--- config.mk ---
export PLATFORM = sky130hd
export DESIGN_NAME = sgp_ports
export DESIGN_NICKNAME = d
export VERILOG_FILES = /design/src/logic/sgp_pkg.sv /design/src/logic/sgp_ports.sv /design/src/logic/sgp_port_bit.sv
export VERILOG_INCLUDE_DIRS = /design/src /design/src/logic
export SDC_FILE = /design/constraint.sdc
export NUM_CORES = 1
export LEC_CHECK = 0
export ABC_CLOCK_PERIOD_IN_PS = 5100
export BUFFER_PORTS_ARGS = -buffer_cell sky130_fd_sc_hd__buf_4
export CAP_MARGIN = 10
export CORE_MARGIN = 4
export CORE_UTILIZATION = 35
export CTS_CLUSTER_DIAMETER = 100
export DETAILED_ROUTE_END_ITERATION = 16
export PLACE_DENSITY_LB_ADDON = 0.25
export SETUP_SLACK_MARGIN = 0.4
export SLEW_MARGIN = 20
export SYNTH_ARGS = -nofsm -noshare
export SYNTH_HDL_FRONTEND = slang
export SYNTH_HIERARCHICAL = 1
export SYNTH_SLANG_ARGS = --single-unit
--- constraint.sdc ---
create_clock -name clk_sys -period 5.1 [get_ports clk_sys]
set_clock_uncertainty 0.1 [all_clocks]
set_input_delay 1.02 -clock clk_sys [delete_from_list [all_inputs] [get_ports clk_sys]]
set_output_delay 1.02 -clock clk_sys [all_outputs]
set_load 0.02 [all_outputs]
--- src/logic/sgp_map.svh ---
// Purpose: register map, field positions and reset values of the shared port block
// Assumes: byte-wide register port, one register per address
// Notes: direction register addresses are chosen locally
//
// Contract
// - channel select picks converter pin or gpio
// - converter pin, direction in: read zero
// - converter pin, direction out: read latch
// - converter pin stays input whatever direction
// - first direction one enables driver
// - reset clears first direction register
// - first read: latch if output, else pin
// - data writes always update latch
// - second port: five pins, latch and direction
// - reset keeps second port latches
// - enable bit drives bus clock onto pin2
// - enable bit readable, writable, reset clear
// - second direction one enables driver
// - reset clears second direction register
// - second read: latch if output, else pin
// - reset keeps first port latches
`ifndef SGP_MAP_SVH
`define SGP_MAP_SVH

// ---------------------------------------------------------------
// addresses
// ---------------------------------------------------------------
`define SGP_ADDR_FIRST_LATCH 8'h01
`define SGP_ADDR_SECOND_LATCH 8'h02
`define SGP_ADDR_FIRST_DIR 8'h05
`define SGP_ADDR_SECOND_DIR 8'h06

// ---------------------------------------------------------------
// fields and reset values
// ---------------------------------------------------------------
`define SGP_CLK_OUT_EN_BIT 7
`define SGP_CLK_PIN 2
`define SGP_DIR_RESET 8'h00
`define SGP_CH_NONE 5'h1f

`endif

--- src/logic/sgp_pkg.sv ---
// Purpose: shared types of the shared port block
// Assumes: nothing
// Notes: register selection decoded once
`default_nettype none
package sgp_pkg;
  typedef enum logic [4:0] {
    SGP_SEL_NONE = 5'b00001,
    SGP_SEL_FIRST_LATCH = 5'b00010,
    SGP_SEL_SECOND_LATCH = 5'b00100,
    SGP_SEL_FIRST_DIR = 5'b01000,
    SGP_SEL_SECOND_DIR = 5'b10000
  } sgp_sel_t;
endpackage
`default_nettype wire

--- src/logic/sgp_ports.sv ---
// Purpose: first (8-bit, converter shared) and second (5-bit) gpio ports
// Assumes: strobes one cycle, read data valid the cycle after the read strobe
// Notes: data latches have no reset, as ports keep their values
//
// The strobed register port was decided locally.
`timescale 1ns/1ps
`default_nettype none
`include "sgp_map.svh"
module sgp_ports #(
  parameter int FIRST_W = 8,
  parameter int SECOND_W = 5
) (
  input wire logic clk_sys,
  input wire logic sys_rst,
  input wire logic [7:0] reg_addr,
  input wire logic [7:0] reg_wdata,
  input wire logic reg_wr,
  input wire logic reg_rd,
  output logic [7:0] reg_rdata,
  input wire logic [4:0] converter_channel_select,
  input wire logic bus_clock,
  input wire logic [FIRST_W-1:0] first_pin_in,
  output logic [FIRST_W-1:0] first_pin_out,
  output logic [FIRST_W-1:0] first_pin_oe,
  input wire logic [SECOND_W-1:0] second_pin_in,
  output logic [SECOND_W-1:0] second_pin_out,
  output logic [SECOND_W-1:0] second_pin_oe
);
  // ---------------------------------------------------------------
  // decode
  // ---------------------------------------------------------------
  function automatic sgp_pkg::sgp_sel_t sgp_decode(input logic [7:0] a);
    case (a)
      `SGP_ADDR_FIRST_LATCH: sgp_decode = sgp_pkg::SGP_SEL_FIRST_LATCH;
      `SGP_ADDR_SECOND_LATCH: sgp_decode = sgp_pkg::SGP_SEL_SECOND_LATCH;
      `SGP_ADDR_FIRST_DIR: sgp_decode = sgp_pkg::SGP_SEL_FIRST_DIR;
      `SGP_ADDR_SECOND_DIR: sgp_decode = sgp_pkg::SGP_SEL_SECOND_DIR;
      default: sgp_decode = sgp_pkg::SGP_SEL_NONE;
    endcase
  endfunction

  sgp_pkg::sgp_sel_t sel;
  logic [FIRST_W-1:0] first_port_latch_reg;
  logic [FIRST_W-1:0] first_port_direction_reg;
  logic [SECOND_W-1:0] second_port_latch_reg;
  logic [SECOND_W-1:0] second_port_direction_reg;
  logic bus_clock_out_enable_reg;
  logic [FIRST_W-1:0] first_read;
  logic [FIRST_W-1:0] analog_use;
  logic [SECOND_W-1:0] second_read;
  logic [SECOND_W-1:0] second_oe_raw;
  logic [7:0] rdata_next;

  assign sel = sgp_decode(reg_addr);

  // ---------------------------------------------------------------
  // data latches, no reset
  // ---------------------------------------------------------------
  always_ff @(posedge clk_sys) begin
    // writes land regardless of direction; reset leaves them
    if (reg_wr && sel == sgp_pkg::SGP_SEL_FIRST_LATCH) begin
      first_port_latch_reg <= reg_wdata[FIRST_W-1:0];
    end
  end

  always_ff @(posedge clk_sys) begin
    if (reg_wr && sel == sgp_pkg::SGP_SEL_SECOND_LATCH) begin
      second_port_latch_reg <= reg_wdata[SECOND_W-1:0];
    end
  end

  // ---------------------------------------------------------------
  // direction registers
  // ---------------------------------------------------------------
  always_ff @(posedge clk_sys) begin
    if (sys_rst) begin
      first_port_direction_reg <= FIRST_W'(`SGP_DIR_RESET);
    end else if (reg_wr && sel == sgp_pkg::SGP_SEL_FIRST_DIR) begin
      first_port_direction_reg <= reg_wdata[FIRST_W-1:0];
    end
  end

  always_ff @(posedge clk_sys) begin
    if (sys_rst) begin
      second_port_direction_reg <= SECOND_W'(`SGP_DIR_RESET);
      bus_clock_out_enable_reg <= 1'b0;
    end else if (reg_wr && sel == sgp_pkg::SGP_SEL_SECOND_DIR) begin
      second_port_direction_reg <= reg_wdata[SECOND_W-1:0];
      bus_clock_out_enable_reg <= reg_wdata[`SGP_CLK_OUT_EN_BIT];
    end
  end

  // ---------------------------------------------------------------
  // pin slices
  // ---------------------------------------------------------------
  genvar gi;
  generate
    for (gi = 0; gi < FIRST_W; gi++) begin : g_first
      // channel select equal to pin index claims it for the converter
      assign analog_use[gi] = (converter_channel_select == 5'(gi));
      sgp_port_bit u_bit (
        .latch_bit(first_port_latch_reg[gi]),
        .dir_bit(first_port_direction_reg[gi]),
        .pin_in(first_pin_in[gi]),
        .analog_use(analog_use[gi]),
        .read_bit(first_read[gi]),
        .drive_en(first_pin_oe[gi])
      );
    end
    for (gi = 0; gi < SECOND_W; gi++) begin : g_second
      sgp_port_bit u_bit (
        .latch_bit(second_port_latch_reg[gi]),
        .dir_bit(second_port_direction_reg[gi]),
        .pin_in(second_pin_in[gi]),
        .analog_use(1'b0),
        .read_bit(second_read[gi]),
        .drive_en(second_oe_raw[gi])
      );
    end
  endgenerate

  assign first_pin_out = first_port_latch_reg;

  // pin2 carries the bus clock when enabled; combinational so it is not divided
  always_comb begin
    second_pin_out = second_port_latch_reg;
    second_pin_oe = second_oe_raw;
    if (bus_clock_out_enable_reg) begin
      second_pin_out[`SGP_CLK_PIN] = bus_clock;
      second_pin_oe[`SGP_CLK_PIN] = 1'b1;
    end
  end

  // ---------------------------------------------------------------
  // read path, unmapped reads return zero
  // ---------------------------------------------------------------
  always_comb begin
    rdata_next = 8'h00;
    case (sel)
      sgp_pkg::SGP_SEL_FIRST_LATCH: rdata_next[FIRST_W-1:0] = first_read;
      sgp_pkg::SGP_SEL_SECOND_LATCH: rdata_next[SECOND_W-1:0] = second_read;
      sgp_pkg::SGP_SEL_FIRST_DIR: rdata_next[FIRST_W-1:0] = first_port_direction_reg;
      sgp_pkg::SGP_SEL_SECOND_DIR: begin
        rdata_next[SECOND_W-1:0] = second_port_direction_reg;
        rdata_next[`SGP_CLK_OUT_EN_BIT] = bus_clock_out_enable_reg;
      end
      default: rdata_next = 8'h00;
    endcase
  end

  always_ff @(posedge clk_sys) begin
    if (sys_rst) begin
      reg_rdata <= 8'h00;
    end else if (reg_rd) begin
      reg_rdata <= rdata_next;
    end else begin
      reg_rdata <= 8'h00;
    end
  end
endmodule
`default_nettype wire

--- src/logic/sgp_port_bit.sv ---
// Purpose: one pin of a port, read mux and driver control
// Assumes: pin input already synchronous to clk_sys
// Notes: purely combinational
`timescale 1ns/1ps
`default_nettype none
module sgp_port_bit (
  input wire logic latch_bit,
  input wire logic dir_bit,
  input wire logic pin_in,
  input wire logic analog_use,
  output logic read_bit,
  output logic drive_en
);
  // ---------------------------------------------------------------
  // read and drive
  // ---------------------------------------------------------------
  always_comb begin
    if (dir_bit) begin
      read_bit = latch_bit;
    end else if (analog_use) begin
      read_bit = 1'b0;
    end else begin
      read_bit = pin_in;
    end
  end
  // converter owns the pin, driver stays off
  assign drive_en = dir_bit & ~analog_use;
endmodule
`default_nettype wire

==> flow_summary.toml <==
[clocking]
clock_path_buffers = 2
tritoncts = "yes"
cts_htree_levels = 2
clk-insertion-delay-late_ps = 290
post_cts_resized = 0
postCtsSetupRepairBufs = 0
root_buffer = "clkbuf_8"
cts-hold-fix-buffers = 0
clock_transition_at_the_registers_of_the_reported_paths_ps = 70
numCtsBuffers = 5
clkSinkCount = 35

[place]
dp.cells = 323
io_buffers = 72
dp_hpwl_microns = 3850
place_congestion = 0.768
placement.setup.worst_slack_ps = 1940
placement_cell_area_sq_um = 2400

[sta]
finalWorstSetupSlack_ps = 1950
worst_case_headroom_to_the_max_slew_limit_pct = 60.3
fin_crit_sh_pct = 61.9
post-route-min-period_ps = 3150
final-setup-viol-count = 0
final.setup.tns_ps = 0
fmax_mhz = 317
hold_viol_final = 0
finalMaxSlewViolations = 0
worst-slew-pin-transition_ps = 595
unrepaired_setup_endpoints_after_global_routing = "no"
fin_hold_ws_ps = 418

[hold_path]
worst_hold_path.num_cells = 2
hold_start = "first_port_direction_reg[0]"
end_of_the_worst_hold_path = "first_port_direction_reg[0]"
worstHoldPathType = "reg2reg"

[grt]
grt_pass1_wl_microns = 8480
grt.overflow.total = 0
number_of_antenna_violations_at_the_first_check_in_global_routing = 0
gr-usage-met3_pct = 5.64
grt_busiest_layer = "met2"
grt_resource_usage_total_pct = 17.5
grt_max_degree = 17
grt_pass1_vias = 1717
globalRouteMet2Util_pct = 28.5
globalRouteMet1Util_pct = 22.1

[power_and_ir_drop]
power.density_cell_area_nw_per_um2 = 224
largest_voltage_drop_on_the_vdd_net_uv = 122
fin_total_pwr_mw = 0.555
total_leakage_power_nw = 1.00

[final_layout]
antenna_cells_inserted = 0
layout_cells_excl_fill = 331
multiInputGateArea_sq_um = 913
layout_common_cells = "buf_4, dfxtp_1, a21oi_1"
leading_cell_type_in_the_layout_fill_and_taps_excluded = "buf_4"
layout.cell_area.non_filler_sq_um = 2480
register_area_sq_um = 831
num-fill-cells = 530
finalNetCount = 302
area_delta_synth_final_pct = 37.1
post_route_cells_drive_above_1_share_pct = 32.2
finalCoreUtilization_pct = 50.9

[setup_path]
cp_common_cell = "buf_4"
worstPathMaxFanout = 4
reg2reg_depth = 5
critPathRequiredTime_ps = 3980
timing.critical_path.max_delay_family = "simple AND/OR/NAND/NOR gates"
critical_path_buf_inv_count = 2
kind_of_critical_path = "in2out"
critPathCaptureType = "primary output"
timing.critical_path.arrival_ps = 2030
critical_path.cell_chain = "buf_4 -> or3_1 -> nor3_1 -> nor2b_1 -> buf_4"
r2r_setup_slack_ps = 3900
crit-reg2reg-launch = "first_port_direction_reg[7]"
critical-path-slowest-cell = "or3_1"
critical-path-max-stage-delay_ps = 400
critPathLaunchType = "input port"
rr_endpoint = "reg_rdata[7]"

[logic_synthesis]
ys_types = 29
postSynth.asyncResetShare_pct = 0
dominantRegCellSynth = "dfxtp_1"
ys_ff_latch = 35
synth_top_area_share_pct = 24.3
yosysWarnings = 6
synth.area.top_cells = "dfxtp_1, edfxtp_1, a22o_1"
mappedNetlistArea_sq_um = 1810
syn_avg_cell_area_sq_um = 9.53
synth_top_cell_by_area = "dfxtp_1"
yosysSeqAreaShare_pct = 45.9
synth_cells = 190
synth_edf_count = 13

[outcome]
outcome = "complete, no violations"

[floorplan]
std_cell_rows = 25
die_w_microns = 79.9
die_height_microns = 79.9
num_io_pins = 73
floorplan.initialDensity_pct = 37.1
fp.dieArea_sq_um = 6390
core_area_sq_um = 4880

[run]
drv.max_cap_violation_count = 0

[detailed_routing]
route.vias.total = 1754
route.detailed.wl_per_inst_microns = 16.6
drt_iter0_drc = 67
vias_per_cell = 5.30
drt_pre_antenna_iters = 4
detail-route-antenna-nets = 0
postRouteWirelength_microns = 5490
drc = 0
[synth_stat cells, drive strengths merged (2+ instances only)]
master	n
dfxtp	22
a21oi	19
nor2	15
nand4	14
nor2b	14
o31ai	14
a22o	13
edfxtp	13
clkbuf	11
a22oi	10
buf	8
nand2b	6
nor3	6
nor4	4
mux2i	3
and3	2
and3b	2
nand3b	2
nor3b	2
or3	2
or4	2
[kinds of logic after synthesis]
| kind of cell | count (synthesis) | share of synthesized area [%] |
|---|---|---|
| XOR/XNOR | 1 | 0.484 |
| AO/OA/AOI/OAI | 57 | 22.0 |
| buffers and inverters | 20 | 5.87 |
| multiplexers | 4 | 2.28 |
| flip-flops | 35 | 45.9 |
| other | 1 | 0.207 |
| AND/OR/NAND/NOR | 72 | 23.3 |
[power breakdown]
part	switching [mW]	internal, mW	leakage [nW]
sequential	0.000277	0.289	0.294
combinational	0.0333	0.0319	0.670
clock	0.103	0.0972	0.0395
[final cells by class]
type                       instances  area share (%)
sequential                        35            33.5
tap                               67            3.38
timing repair buffer              76            23.0
inverter                           1           0.151
clock buffer                       8            3.23
multi-input combinational        144            36.8
[worst reg2reg max path, cell delays in order, from the launching register on]
cell       delay, ps
dfxtp_1          390
nor2_1            60
a22o_1           200
mux2i_1          130
a2bb2oi_1        160
nor2_1            50
[metal layers]
metal | vias up | wire length [microns] | part of all wire (%)
met5 | - | 0 | 0
met1 | 825 | 2400 | 44
met4 | 0 | 53 | 0.97
li1 | 859 | - | -
met3 | 7 | 417 | 7.6
met2 | 63 | 2620 | 48
[worst max-delay path by stage]
stage          slack, ps  cells past startpoint                         from         endpoint
2_1_floorplan       2260                      3  converter_channel_select[1]  first_pin_oe[0]
3_3_place_gp        1970                      5  converter_channel_select[1]  first_pin_oe[0]
3_5_place_dp        1940                      5  converter_channel_select[1]  first_pin_oe[0]
4_1_cts             1940                      5  converter_channel_select[1]  first_pin_oe[0]
5_1_grt             1890                      5  converter_channel_select[1]  first_pin_oe[0]
6_report            1950                      5  converter_channel_select[1]  first_pin_oe[0]
(Power assumes the default switching activity.)
